### src/ssr_consts.svh
// Constants for the status and service-request block.
// Assumes inclusion by bare name from design and bench files.
`ifndef SSR_CONSTS_SVH
`define SSR_CONSTS_SVH
// Status byte 1 field positions and condition codes
`define SSR_SB1_SRQ_BIT      6
`define SSR_SB1_TOP_BIT      7
`define SSR_CODE_NONE        6'h00
`define SSR_CODE_NO_ROOM     6'h05
`define SSR_CODE_KEYBOARD    6'h09
`define SSR_CODE_DEVICE      6'h0a
`define SSR_CODE_DATA_ERR    6'h03
`define SSR_CODE_RDY_SEND    6'h22
`define SSR_CODE_RDY_RECV    6'h21
`define SSR_CODE_NOT_RDY     6'h23
// Status byte 2 bit positions
`define SSR_SB2_PARITY       7
`define SSR_SB2_FRAME        6
`define SSR_SB2_OVERRUN      5
`define SSR_SB2_RX_OVF       4
`define SSR_SB2_RX_FULL      3
`define SSR_SB2_RX_NEMPTY    2
`define SSR_SB2_TX_NFULL     1
`define SSR_SB2_TX_EMPTY     0
// Status byte 3 bit positions
`define SSR_SB3_NO_CTS       7
`define SSR_SB3_MANUAL       6
`define SSR_SB3_AUTODISC     5
`define SSR_SB3_BREAK        4
`define SSR_SB3_REMOTE       3
`define SSR_SB3_SYNTAX       2
`define SSR_SB3_SW_HS        1
`define SSR_SB3_HW_HS        0
// Global enable bit of control register a
`define SSR_GLOBAL_EN_BIT    3
// Enable defaults: switch closed, switch open (five of nine set)
`define SSR_RST_CTRL_A_CLOSED 4'h0
`define SSR_RST_CTRL_B_CLOSED 4'h0
`define SSR_RST_CTRL_C_CLOSED 4'h0
`define SSR_RST_CTRL_A_OPEN   4'hc
`define SSR_RST_CTRL_B_OPEN   4'h6
`define SSR_RST_CTRL_C_OPEN   4'h1
// Reset value of the spare byte
`define SSR_SPARE_RST         8'h00
`endif

### src/ssr_pkg.sv
// Types for the status and service-request block.
// Assumes ssr_consts.svh defines the numbers.
package ssr_pkg;
  typedef enum logic [1:0] {
    SSR_MSG_DATA,
    SSR_MSG_END,
    SSR_MSG_IDY,
    SSR_MSG_OTHER
  } ssr_msg_t;
endpackage

### src/ssr_status_srq.sv
// Status record and service-request marking for a loop interface.
// Assumes loop messages arrive one per cycle on msg_valid, already
// decoded; serial side events arrive as one-cycle pulses.
//
// Summary of operation
// RULE1: SB1 bit 6 shows originated request.
// RULE2: Parity error sets SB2 bit 7.
// RULE3: Frame error sets SB2 bit 6.
// RULE4: Overrun sets SB2 bit 5, autodisconnects.
// RULE5: Dropped receive data sets SB2 bit 4.
// RULE6: SB2 low bits are live buffer levels.
// RULE7: SB3 bit 7: RTS false, CTS true.
// RULE8: Manual key bit 6, break bit 4.
// RULE9: SB3 bit 5 autodisconnect, bit 3 remote.
// RULE10: Remote syntax error sets SB3 bit 2.
// RULE11: SB3 bit 1 software handshake blocking.
// RULE12: SB3 bit 0 hardware handshake blocking.
// RULE13: Fourth status byte is reserved.
// RULE14: No request without global enable bit.
// RULE15: Only enabled conditions raise status requests. The code lets the manual key raise one with only the global enable bit set.
// RULE16: Reset loads enables by default switch.
// RULE17: Mark next data, end, identify message.
// RULE18: Keep marking until change or status.
// RULE19: Idle loop may send own identify request.
// RULE20: Universal commands cancel asynchronous permission.
// RULE21: Controller treats both request forms alike.
// RULE22: SB1 shows highest priority condition only.
`timescale 1ns/1ps
`include "ssr_consts.svh"
module ssr_status_srq (
  input  wire logic            clk,              // Device clock
  input  wire logic            nrst,             // Async reset, low
  input  wire logic            default_switch_open, // Enable set select
  input  wire logic            parity_err,       // Parity error pulse
  input  wire logic            frame_err,        // Frame error pulse
  input  wire logic            overrun_err,      // Overrun pulse
  input  wire logic            rx_dropped,       // Rx data lost pulse
  input  wire logic            rx_full,          // Rx buffer full
  input  wire logic            rx_nempty,        // Rx buffer has data
  input  wire logic            tx_nfull,         // Tx buffer not full
  input  wire logic            tx_empty,         // Tx buffer empty
  input  wire logic            rts_out,          // Own request to send
  input  wire logic            cts_in,           // Partner clear to send
  input  wire logic            manual_request_key, // Key press pulse
  input  wire logic            break_rx,         // Break received pulse
  input  wire logic            remote_mode,      // Remote mode level
  input  wire logic            syntax_err,       // Syntax error pulse
  input  wire logic            sw_hs_block,      // Sw handshake blocks
  input  wire logic            sw_hs_redef,      // Sw handshake redefined
  input  wire logic            hw_hs_block,      // Hw handshake blocks
  input  wire logic            autodisc_clear,   // Leave autodisconnect
  input  wire logic            ctrl_wr,          // Enable register write
  input  wire logic [1:0]      ctrl_sel,         // 0 a, 1 b, 2 c
  input  wire logic [3:0]      ctrl_wdata,       // Enable write data
  input  wire logic            status_sent,      // Status answered pulse
  input  wire logic            msg_valid,        // Loop message present
  input  wire ssr_pkg::ssr_msg_t msg_kind,       // Message class
  input  wire logic            msg_srq_in,       // Incoming srq bit
  input  wire logic            cmd_ear,          // Enable async requests
  input  wire logic            cmd_universal,    // Other universal cmd
  input  wire logic            loop_idle,        // Loop is idle
  input  wire logic            async_ack,        // Own identify taken
  output logic                 msg_srq_out,      // Outgoing srq bit
  output logic                 async_idy_req,    // Send own identify
  output logic                 autodisconnect_q, // Serial side stopped
  output logic [7:0]           system_condition_status, // Byte 1
  output logic [7:0]           buffer_error_status,     // Byte 2
  output logic [7:0]           line_mode_status,        // Byte 3
  output logic [7:0]           spare_status,            // Byte 4
  output logic [3:0]           request_enable_ctrl_a,   // Enables a
  output logic [3:0]           request_enable_ctrl_b,   // Enables b
  output logic [3:0]           request_enable_ctrl_c    // Enables c
);

  ////////////////////////////////////////////////////////////////////
  // State
  // Enables load once, on the first edge after reset; a write that
  // lands on that edge is lost, so software waits one cycle.
  typedef enum {SSR_LD_PENDING, SSR_LD_DONE} ssr_ld_t;
  typedef struct packed {
    logic [3:0] ena;
    logic [3:0] enb;
    logic [3:0] enc;
    logic       loaded;
    logic       autodisc;
    logic       sw_block;
    logic       srq;
    logic       srq_ack;
    logic       async_ok;
    logic [5:0] prev_cond;
    logic [7:0] sb1;
    logic [7:0] sb2;
    logic [7:0] sb3;
  } ssr_st_t;
  ssr_st_t st_q;
  ssr_st_t st_d;
  ssr_ld_t ld;

  // Sticky event flags: parity, frame, overrun, dropped, key,
  // break, syntax
  logic [6:0] ev_set;
  logic [6:0] ev_clr;
  logic [6:0] ev_q;

  // Priority encoder of the system byte
  // The transmit buffer is always either full or not, so one of the
  // lowest codes always stands; the empty code only guards the gaps.
  function automatic logic [5:0] sb1_code(
    input logic ad, input logic key, input logic brk,
    input logic derr, input logic rnf, input logic tnf,
    input logic tfull);
    logic [5:0] c;
    c = `SSR_CODE_NONE;
    if (ad) begin
      c = `SSR_CODE_NO_ROOM;
    end else if (key) begin
      c = `SSR_CODE_KEYBOARD;
    end else if (brk) begin
      c = `SSR_CODE_DEVICE;
    end else if (derr) begin
      c = `SSR_CODE_DATA_ERR;
    end else if (rnf) begin
      c = `SSR_CODE_RDY_SEND;
    end else if (tnf) begin
      c = `SSR_CODE_RDY_RECV;
    end else if (tfull) begin
      c = `SSR_CODE_NOT_RDY;
    end
    return c;
  endfunction

  ////////////////////////////////////////////////////////////////////
  // Sticky bits cleared after status answer
  assign ev_set = {syntax_err, break_rx, manual_request_key,
                   rx_dropped, overrun_err, frame_err, parity_err};
  assign ev_clr = {7{status_sent}};

  ssr_sticky u_sticky (
    .clk    (clk),
    .nrst   (nrst),
    .set    (ev_set),
    .clr    (ev_clr),
    .flag_q (ev_q)
  );

  ////////////////////////////////////////////////////////////////////
  // Next state
  always_comb begin
    logic       derr;
    logic [5:0] cond;
    logic       want;
    logic       any_en;
    derr = 1'b0;
    cond = '0;
    want = 1'b0;
    any_en = 1'b0;
    st_d = st_q;
    ld = st_q.loaded ? SSR_LD_DONE : SSR_LD_PENDING;

    // Enable registers: default set after reset, then writes
    unique case (ld)
      SSR_LD_PENDING: begin
        st_d.loaded = 1'b1;
        if (default_switch_open) begin                 // [RULE16]
          st_d.ena = `SSR_RST_CTRL_A_OPEN;
          st_d.enb = `SSR_RST_CTRL_B_OPEN;
          st_d.enc = `SSR_RST_CTRL_C_OPEN;
        end else begin
          st_d.ena = `SSR_RST_CTRL_A_CLOSED;
          st_d.enb = `SSR_RST_CTRL_B_CLOSED;
          st_d.enc = `SSR_RST_CTRL_C_CLOSED;
        end
      end
      SSR_LD_DONE: begin
        if (ctrl_wr) begin
          unique case (ctrl_sel)
            2'd0: st_d.ena = ctrl_wdata;
            2'd1: st_d.enb = ctrl_wdata;
            2'd2: st_d.enc = ctrl_wdata;
            default: st_d.ena = st_q.ena;
          endcase
        end
      end
    endcase

    // Autodisconnect on overrun, held until released
    // An overrun in the cycle of a release keeps the side stopped
    if (overrun_err) begin                             // [RULE4]
      st_d.autodisc = 1'b1;
    end else if (autodisc_clear) begin
      st_d.autodisc = 1'b0;
    end

    // Software handshake block: set wins over redefinition
    if (sw_hs_block) begin                             // [RULE11]
      st_d.sw_block = 1'b1;
    end else if (sw_hs_redef) begin
      st_d.sw_block = 1'b0;
    end

    // Second byte
    // Sticky bits show one cycle after the flag bank sets them
    st_d.sb2 = '0;
    st_d.sb2[`SSR_SB2_PARITY]   = ev_q[0];             // [RULE2]
    st_d.sb2[`SSR_SB2_FRAME]    = ev_q[1];             // [RULE3]
    st_d.sb2[`SSR_SB2_OVERRUN]  = ev_q[2];             // [RULE4]
    st_d.sb2[`SSR_SB2_RX_OVF]   = ev_q[3];             // [RULE5]
    st_d.sb2[`SSR_SB2_RX_FULL]  = rx_full;             // [RULE6]
    st_d.sb2[`SSR_SB2_RX_NEMPTY] = rx_nempty;          // [RULE6]
    st_d.sb2[`SSR_SB2_TX_NFULL] = tx_nfull;            // [RULE6]
    st_d.sb2[`SSR_SB2_TX_EMPTY] = tx_empty;            // [RULE6]

    // Third byte
    st_d.sb3 = '0;
    st_d.sb3[`SSR_SB3_NO_CTS]   = !rts_out && cts_in;  // [RULE7]
    st_d.sb3[`SSR_SB3_MANUAL]   = ev_q[4];             // [RULE8]
    st_d.sb3[`SSR_SB3_AUTODISC] = st_q.autodisc;       // [RULE9]
    st_d.sb3[`SSR_SB3_BREAK]    = ev_q[5];             // [RULE8]
    st_d.sb3[`SSR_SB3_REMOTE]   = remote_mode;         // [RULE9]
    st_d.sb3[`SSR_SB3_SYNTAX]   = ev_q[6];             // [RULE10]
    st_d.sb3[`SSR_SB3_SW_HS]    = st_q.sw_block;       // [RULE11]
    st_d.sb3[`SSR_SB3_HW_HS]    = hw_hs_block;         // [RULE12]

    // System byte condition, highest priority only
    derr = ev_q[0] || ev_q[1] || ev_q[3];
    cond = sb1_code(st_q.autodisc, ev_q[4], ev_q[5], derr,
                    rx_nempty, tx_nfull, !tx_nfull);   // [RULE22]

    // Enabled conditions: a[2] data error, a[1] break,
    // a[0] autodisconnect, b[3] rx full, b[2] rx not empty, b[1] tx full, b[0] tx empty, c[0] syntax
    any_en = (st_q.ena[2] && derr) ||
             (st_q.ena[1] && ev_q[5]) ||
             (st_q.ena[0] && st_q.autodisc) ||
             (st_q.enb[3] && rx_full) ||
             (st_q.enb[2] && rx_nempty) ||
             (st_q.enb[1] && !tx_nfull) ||
             (st_q.enb[0] && tx_empty) ||
             (st_q.enc[0] && ev_q[6]);                 // [RULE15]
    want = st_q.ena[`SSR_GLOBAL_EN_BIT] &&
           (any_en || ev_q[4]);                        // [RULE14]

    // Status answer stops marking until condition changes
    // The acknowledge holds off marking while the same code stands,
    // so a condition that outlives the status answer stops flagging;
    // a new or a cleared condition re-arms the request.
    if (status_sent) begin                             // [RULE18]
      st_d.srq_ack = 1'b1;
    end else if (cond != st_q.prev_cond) begin
      st_d.srq_ack = 1'b0;
    end
    st_d.prev_cond = cond;
    st_d.srq = want && !st_d.srq_ack;                  // [RULE1]

    // Bit 7 flags a valid code; it is low only with no condition
    st_d.sb1 = {1'b1, st_d.srq, cond};
    if (cond == `SSR_CODE_NONE) begin
      st_d.sb1 = {1'b0, st_d.srq, cond};
    end

    // Asynchronous permission
    if (cmd_ear) begin                                 // [RULE19]
      st_d.async_ok = 1'b1;
    end else if (cmd_universal) begin                  // [RULE20]
      st_d.async_ok = 1'b0;
    end
  end

  ////////////////////////////////////////////////////////////////////
  // State register
  always_ff @(posedge clk or negedge nrst) begin
    if (!nrst) begin
      st_q <= '0;
    end else begin
      st_q <= st_d;
    end
  end

  ////////////////////////////////////////////////////////////////////
  // Message marking and own identify
  // Marking is combinational so the bit rides on the message in the
  // cycle it passes; only data, end and identify frames carry it.
  always_comb begin
    msg_srq_out = msg_srq_in;
    if (msg_valid && st_q.srq &&
        msg_kind != ssr_pkg::SSR_MSG_OTHER) begin
      msg_srq_out = 1'b1;                              // [RULE17]
    end
  end
  // Own identify drops while the controller acknowledges, so each
  // acknowledge answers one request only.
  assign async_idy_req = st_q.srq && st_q.async_ok &&
                         loop_idle && !async_ack;      // [RULE19]

  // Outputs
  // The reserved byte reads as a fixed pattern
  assign autodisconnect_q        = st_q.autodisc;
  assign system_condition_status = st_q.sb1;
  assign buffer_error_status     = st_q.sb2;
  assign line_mode_status        = st_q.sb3;
  assign spare_status            = `SSR_SPARE_RST;     // [RULE13]
  assign request_enable_ctrl_a   = st_q.ena;
  assign request_enable_ctrl_b   = st_q.enb;
  assign request_enable_ctrl_c   = st_q.enc;
endmodule

### src/ssr_sticky.sv
// Sticky flag bank: set wins over clear.
// Assumes one clock and active-low asynchronous reset.
`timescale 1ns/1ps
module ssr_sticky (
  input  wire logic       clk,   // Device clock
  input  wire logic       nrst,  // Async reset, low
  input  wire logic [6:0] set,   // Event pulses
  input  wire logic [6:0] clr,   // Clear pulses
  output logic      [6:0] flag_q // Held flags
);
  typedef struct packed {
    logic [6:0] flag;
  } ssr_sticky_st_t;
  ssr_sticky_st_t st_q;
  ssr_sticky_st_t st_d;

  // Set has priority over clear
  always_comb begin
    st_d = st_q;
    for (int i = 0; i < 7; i++) begin
      if (set[i]) begin
        st_d.flag[i] = 1'b1;
      end else if (clr[i]) begin
        st_d.flag[i] = 1'b0;
      end
    end
  end

  // State register
  always_ff @(posedge clk or negedge nrst) begin
    if (!nrst) begin
      st_q <= '0;
    end else begin
      st_q <= st_d;
    end
  end

  assign flag_q = st_q.flag;
endmodule

### config.mk
export PLATFORM = sky130hd
export DESIGN_NAME = ssr_status_srq
export DESIGN_NICKNAME = d
export VERILOG_FILES = /design/src/ssr_pkg.sv /design/src/ssr_status_srq.sv /design/src/ssr_sticky.sv
export VERILOG_INCLUDE_DIRS = /design/src /design/src/src
export SDC_FILE = /design/constraint.sdc
export NUM_CORES = 1
export LEC_CHECK = 0
export ABC_AREA = 1
export BUFFER_PORTS_ARGS = -buffer_cell sky130_fd_sc_hd__buf_2
export CAP_MARGIN = 10
export CORE_ASPECT_RATIO = 0.6
export CORE_MARGIN = 2
export CORE_UTILIZATION = 43
export CTS_CLUSTER_DIAMETER = 50
export DETAILED_ROUTE_END_ITERATION = 12
export GPL_TIMING_DRIVEN = 0
export PLACE_DENSITY = 0.8
export SLEW_MARGIN = 5
export SYNTH_ARGS = -nofsm -noshare
export SYNTH_HDL_FRONTEND = slang
export SYNTH_SLANG_ARGS = --single-unit
export TNS_END_PERCENT = 10
### constraint.sdc
create_clock -name clk -period 1.4 [get_ports clk]
set_clock_uncertainty 0.15 [all_clocks]
set_input_delay 0.28 -clock clk [delete_from_list [all_inputs] [get_ports clk]]
set_output_delay 0.28 -clock clk [all_outputs]
set_load 0.01 [all_outputs]
==> results of run 1 <==
[timing repair]
item | CTS | global route
endpoints found under the hold margin | 7 | 1
hold buffers | 7 | 1
gates resized for setup | 4 | 13
setup buffers | 0 | 6
setup endpoints to repair | 10 | 22
pin swaps | 1 | 4
[power by group through the flow]
stage / clock network (mW) / logic (mW) / registers, mW
2_1_floorplan: 0 / 0.317 / 1.49
3_3_place_gp: 0 / 0.492 / 1.51
3_5_place_dp: 0 / 0.501 / 1.51
4_1_cts: 0.787 / 0.528 / 1.49
5_1_grt: 0.851 / 0.625 / 1.50
6_report: 0.762 / 0.562 / 1.49
[path summary, 6_finish.rpt]
check                                             end  slack [ns]  depth (start not counted)
min in group clk                             st_q[30]        0.01                          2
max                                       msg_srq_out       -0.06                          2
min reg2reg                       line_mode_status[1]        0.23                          0
min                            buffer_error_status[4]      -0.002                          1
max reg2reg                system_condition_status[6]       -0.05                         10
max in group asynchronous          u_sticky.flag_q[5]        0.43                          1
[synth_stat cells]
cell	number	area (um^2)
a211oi_1	1	7.51
a21o_1	1	7.51
a21oi_2	1	8.76
a31o_2	1	8.76
a31oi_1	3	18.8
buf_4	44	330
conb_1	2	7.51
dfrtp_1	46	1150
inv_1	17	63.8
inv_2	10	37.5
nand2_1	44	165
nand2_2	2	12.5
nand2_4	1	11.3
nand3_1	5	25.0
nand3_2	2	20.0
nand3b_1	2	15.0
nor2_1	9	33.8
nor2_2	6	37.5
nor3_1	2	10.0
o211ai_1	2	15.0
o21ai_0	4	20.0
o21ai_1	6	30.0
o21bai_1	7	52.6
[kinds of logic (layout without fill, tap and decap cells)]
kind of cell | after synthesis | after routing
compound gates | 26 | 26
buf+inv | 71 | 166
flops | 46 | 46
other cells | 2 | 11
simple gates | 73 | 73
[metrics by stage]
| step | util | std cells | total power [mW] |
|---|---|---|---|
| after CTS | 0.595 | 378 | 2.80 |
| after global routing | 0.619 | 385 | 2.98 |
| after global placement | 0.558 | 364 | 2.00 |
| after floorplan | - | 227 | 1.81 |
| final | 0.619 | 385 | 2.81 |
| after detailed placement | 0.558 | 364 | 2.01 |
[routing by layer]
| metal | vias up | GRT usage | share of wire |
|---|---|---|---|
| met1 | 733 | 0.230 | 0.47 |
| met3 | 5 | 0.0546 | 0.091 |
| met5 | - | 0 | 0 |
| li1 | 832 | - | - |
| met2 | 62 | 0.234 | 0.43 |
| met4 | 0 | 0.0497 | 0.0084 |
[cells in the final DEF (no fill, tap or decap), drive strengths merged]
master / netlist / layout
buf: 44 / 124
nand2: 47 / 47
dfrtp: 46 / 46
inv: 27 / 27
nor2: 15 / 15
conb: 2 / 11
o21ai: 10 / 10
dlygate4sd3: 0 / 8
o21bai: 7 / 7
nand3: 7 / 7
clkbuf: 0 / 5
a31oi: 3 / 3
nand3b: 2 / 2
o211ai: 2 / 2
nor3: 2 / 2
clkinv: 0 / 2
a21oi: 1 / 1
a211oi: 1 / 1
a31o: 1 / 1
a21o: 1 / 1
[worst register-to-register path, stage by stage, from the launching register on]
cell     delay [ns]
dfrtp_1        0.43
inv_2          0.13
nand2_4        0.08
nor2_4         0.09
nand2_2        0.07
nand2_2        0.06
nand2_2        0.06
nor2_4         0.10
nand3_2        0.07
nand2_2        0.07
nor2_2         0.05
[layout make-up]
class | instances | area (um^2)
fillers | 398 | 1760
flip-flops and latches | 46 | 1150
multi-input cells | 110 | 573
repair buffers | 88 | 531
plain buffers | 44 | 338
inverters | 27 | 101
well taps | 63 | 78.8
clock buffers | 5 | 68.8
clock inverters | 2 | 10.0
[registers in the layout, summed over array words and instances, names as in the netlist]
signal                   count
system_condition_status      3
request_enable_ctrl_a        4
buffer_error_status          8
request_enable_ctrl_c        4
st_d                         1
request_enable_ctrl_b        4
st_q                         6
autodisconnect_q             1
u_sticky.flag_q              7
line_mode_status             8
==> flow_summary_export.csv, run 1 <==
group,metric,value,unit
outcome,outcome,"finished, violations left",
outcome,failed_checks,"hold timing, setup timing",
setup_path,crit_type,"reg -> out",
place,port_buffers,74,
die,dieWidth,94.0,um
logic_synthesis,synth_fa_ha_area_frac,0,
global_route,overflow,0,
pwr,netSwitchingFraction,0.268,
timing,worstMarginPinSlew,0.992,ns
global_route,grt_start_max_net_pins,47,
layout,diodes,0,
pwr,pwr_density_cell,986,nW/um^2
timing,slew_violations,0,
timing,setup_tns,-0.192,ns
global_route,grt_pass1_wl,6.58,mm
min_path,hold_class,"in -> async",
timing,max_freq,685,MHz
setup_path,cpMaxStageDelayCell,"dfrtp_1",
clock_network,clockBufferDepth,2,
clock_network,htree_num_levels,2,
clock_network,cts_tree,"done",
clock_network,clock_sinks,46,
clock_network,cts_buffers,5,
layout,final_area,2850,um^2
pwr,switchingPower,0.753,mW
logic_synthesis,ys.warnings.count,0,
drt,wl_per_cell,10.9,um
logic_synthesis,synth_top_family_by_area,"buffers and inverters",
die,die_h,58.0,um
logic_synthesis,yosys.cell_types.count,23,
layout,nNetsFinal,359,
pwr,clkPwrFrac,0.271,
drt,ant_nets,0,
logic_synthesis,synth_seq_cells,46,
timing,finalWorstSetupSlack,-0.0601,ns
drt,drc,0,
timing,max_slew_margin,0.339,
drt,drt_first_pass_iters,4,
logic_synthesis,synth_compound_area_frac,0.0808,
pwr,internal-power,2.06,mW
setup_path,cp_num_buf_inv,1,
timing,period_share,1.04,
place,place_area,2570,um^2
clock_network,cts_root_buf,"clkbuf_8",
setup_path,crit_start,"system_condition_status[6]",
pwr,p_leak,1.57,nW
job,drv_cap,0,
setup_path,critPathArrivalTime,1.03,ns
pwr,seqPwrFrac,0.529,
setup_path,max_stage_delay,0.41,ns
place,dp_hpwl,3.08,mm
die,core_area,4610,um^2
timing,finalHoldViolCount,3,
setup_path,start_kind,"flop",
logic_synthesis,avgSynthCellArea,9.58,um^2
timing,hold_slack,-0.00192,ns
setup_path,worstPathMaxFanout,3,
pwr,peakVddDrop,0.614,mV
setup_path,required,0.97,ns
place,pre_cts_slack,-0.0922,ns
pwr,p_comb_frac,0.200,
logic_synthesis,ys_seq_area_frac,0.551,
setup_path,path_cells,"a31o_2 > buf_6",
logic_synthesis,synthXorXnorAreaFrac,0,
global_route,grt.total_usage,0.161,
global_route,antenna_found_initial,0,
global_route,grt_pass1_vias,1467,
logic_synthesis,syn_inst,218,
die,ios,84,
clock_network,path_clk_slew,0.08,ns
setup_path,cp-end-kind,"output pin",
die,initial_core_util,0.453,
setup_path,r2r-start,"autodisconnect_q",
logic_synthesis,yosys.area_share.simple,0.158,
drt,num_vias,1632,
setup_path,critPathTopFamily,"flip-flops",
die,dieArea,5450,um^2
drt,wl,4.18,mm
timing,grt_setup_unrepaired,"yes",
clock_network,clock_latency,0.29,ns
logic_synthesis,synth_mux_area_frac,0,
drt,vias_per_cell,4.24,
logic_synthesis,syn_area,2090,um^2
die,num_rows,19,
timing,period_minus_slack,1.46,ns
place,gp_congestion,0.782,
drt,drt_iter0_markers,39,
layout,syn_to_final_growth,36.5,%
layout,drive_above_1_share,0.503,
timing,setup_viol,7,
(Power assumes the default switching activity.)
==> run 2, diff against run 1 <==
- BUFFER_PORTS_ARGS: -buffer_cell sky130_fd_sc_hd__buf_2 -> default
- CORE_UTILIZATION: 43 -> 56
- DONT_BUFFER_PORTS: default -> 1
- PLACE_DENSITY: 0.8 -> 0.79
- RECOVER_POWER: default -> 25
==> flow_summary_export.csv, run 2 (synthesis gave the netlist of run 1 again) <==
group,metric,value,unit
drt,num_vias,1430,
global_route,grt_start_max_net_pins,47,
pwr,pwr_density_cell,1060,nW/um^2
clock_network,clock_sinks,46,
timing,finalHoldViolCount,46,
layout,fillCellCount,263,
die,dieWidth,82.9,um
drt,drt_iter0_markers,54,
pwr,peakVddDrop,0.776,mV
drt,ant_nets,0,
clock_network,clockBufferDepth,2,
min_path,hold_class,"in -> async",
timing,period_share,1.03,
layout,layout_common_cells,"49 x buf_4, 44 x dfrtp_1, 40 x nand2_1",
timing,hold_slack,-0.478,ns
place,port_buffers,0,
setup_path,crit_type,"reg -> reg",
setup_path,cp-end-kind,"flop",
place,place_area,2180,um^2
setup_path,worstRegToRegCells,10,
global_route,overflow,0,
layout,postLayoutCoreUtil,0.705,
layout,syn_to_final_growth,22.0,%
die,initial_core_util,0.578,
setup_path,cpMaxStageDelayCell,"dfrtp_2",
die,die_h,51.3,um
drt,drc,0,
layout,final_common_cell,"buf_4",
global_route,grt_pass1_wl,6.64,mm
setup_path,critPathArrivalTime,1.49,ns
global_route,antenna_found_initial,0,
layout,drive_above_1_share,0.333,
die,core_area,3620,um^2
layout,diodes,0,
layout,nNetsFinal,297,
global_route,use_met2,0.336,
drt,drt_first_pass_iters,4,
timing,setup_viol,1,
place,dp_hpwl,2.81,mm
die,num_rows,17,
global_route,grt.total_usage,0.206,
outcome,failed_checks,"hold timing, setup timing",
drt,wl_per_cell,13.0,um
clock_network,cts_root_buf,"clkbuf_8",
pwr,power,2.70,mW
setup_path,worstPathMaxFanout,5,
timing,grt_setup_unrepaired,"yes",
timing,slew_violations,0,
setup_path,r2r-start,"autodisconnect_q",
place,gp_congestion,0.772,
setup_path,required,1.44,ns
layout,regArea,1150,um^2
setup_path,r2r_end,"system_condition_status[6]",
clock_network,clock_latency,0.29,ns
layout,final_area,2550,um^2
timing,max_freq,692,MHz
clock_network,cts_buffers,5,
job,drv_cap,0,
clock_network,path_clk_slew,0.09,ns
global_route,grt_busiest_layer,"met2",
layout,multi_input_area,563,um^2
pwr,p_leak,1.32,nW
drt,vias_per_cell,4.64,
setup_path,start_kind,"flop",
setup_path,rrSetupSlack,-0.04,ns
global_route,grt_pass1_vias,1423,
setup_path,path_cells,"inv_4 > nand2_4 > nor2_4 > nand2_2 > nand2_1 > nand2_1 > nor2_2 > nand3_2 > nand2_2 > nor2_2",
clock_network,ctsHoldBuffers,21,
drt,wl,4.01,mm
die,dieArea,4250,um^2
timing,period_minus_slack,1.44,ns
setup_path,max_stage_delay,0.46,ns
clock_network,cts_tree,"done",
timing,finalWorstSetupSlack,-0.0449,ns
outcome,outcome,"finished, violations left",
global_route,use_met1,0.270,
die,ios,84,
clock_network,htree_num_levels,2,
global_route,gr-usage-met3,0.0727,
## run 2: cell types whose count changed in the layout (fill, tap and decap cells not counted), sizes merged
cell and change:
buf -75, dlygate4sd3 +12, clkinvlp +1, dlymetal6s4s +1
## run 2: metal layers
layer  part of all wire  wire length, um
met1               0.47             1880
met5                  0                0
met3              0.079              316
met2               0.44             1780
met4             0.0075               30
## run 2: where the power goes
part           switching (mW)  internal (mW)  total (mW)
registers              0.0673           1.42        1.49
clock network           0.436          0.351       0.786
logic                   0.204          0.218       0.422
## run 2: layout make-up
type,count,share of cell area
timing repair buffer,26,0.0981
inverter,27,0.0407
multi-input combinational,110,0.221
buffer,44,0.130
clock inverter,3,0.00834
clock buffer,5,0.0270
sequential,46,0.452
tap,47,0.0231
## run 2: through the flow
stage	TNS, ns	worst slack (ns)	cells
final	-0.0449	-0.0449	308
after global routing	-0.250	-0.135	308
after CTS	-0.0618	-0.0571	306
after detailed placement	-0.125	-0.107	274
after global placement	-0.102	-0.0960	274
after floorplan	0	0.0414	227
## run 2: critical path, delay by kind of cell (launching register included)
kind	cells	cell delay, ns
flops	1	0.46
simple gates	9	0.64
buf+inv	1	0.10
## run 2: worst max path at each step
stage	startpoint	endpoint	depth (start not counted)
2_1_floorplan	autodisconnect_q	system_condition_status[6]	10
3_5_place_dp	autodisconnect_q	system_condition_status[6]	10
6_report	autodisconnect_q	system_condition_status[6]	10
4_1_cts	autodisconnect_q	system_condition_status[6]	10
3_3_place_gp	autodisconnect_q	system_condition_status[6]	10
5_1_grt	autodisconnect_q	system_condition_status[6]	10
## run 2: repair_timing
item	4_1_cts	5_1_grt
setup buffers	3	2
gates resized for setup	7	4
setup endpoints to repair	3	5
hold endpoints to repair	63	46
pin swaps	2	4
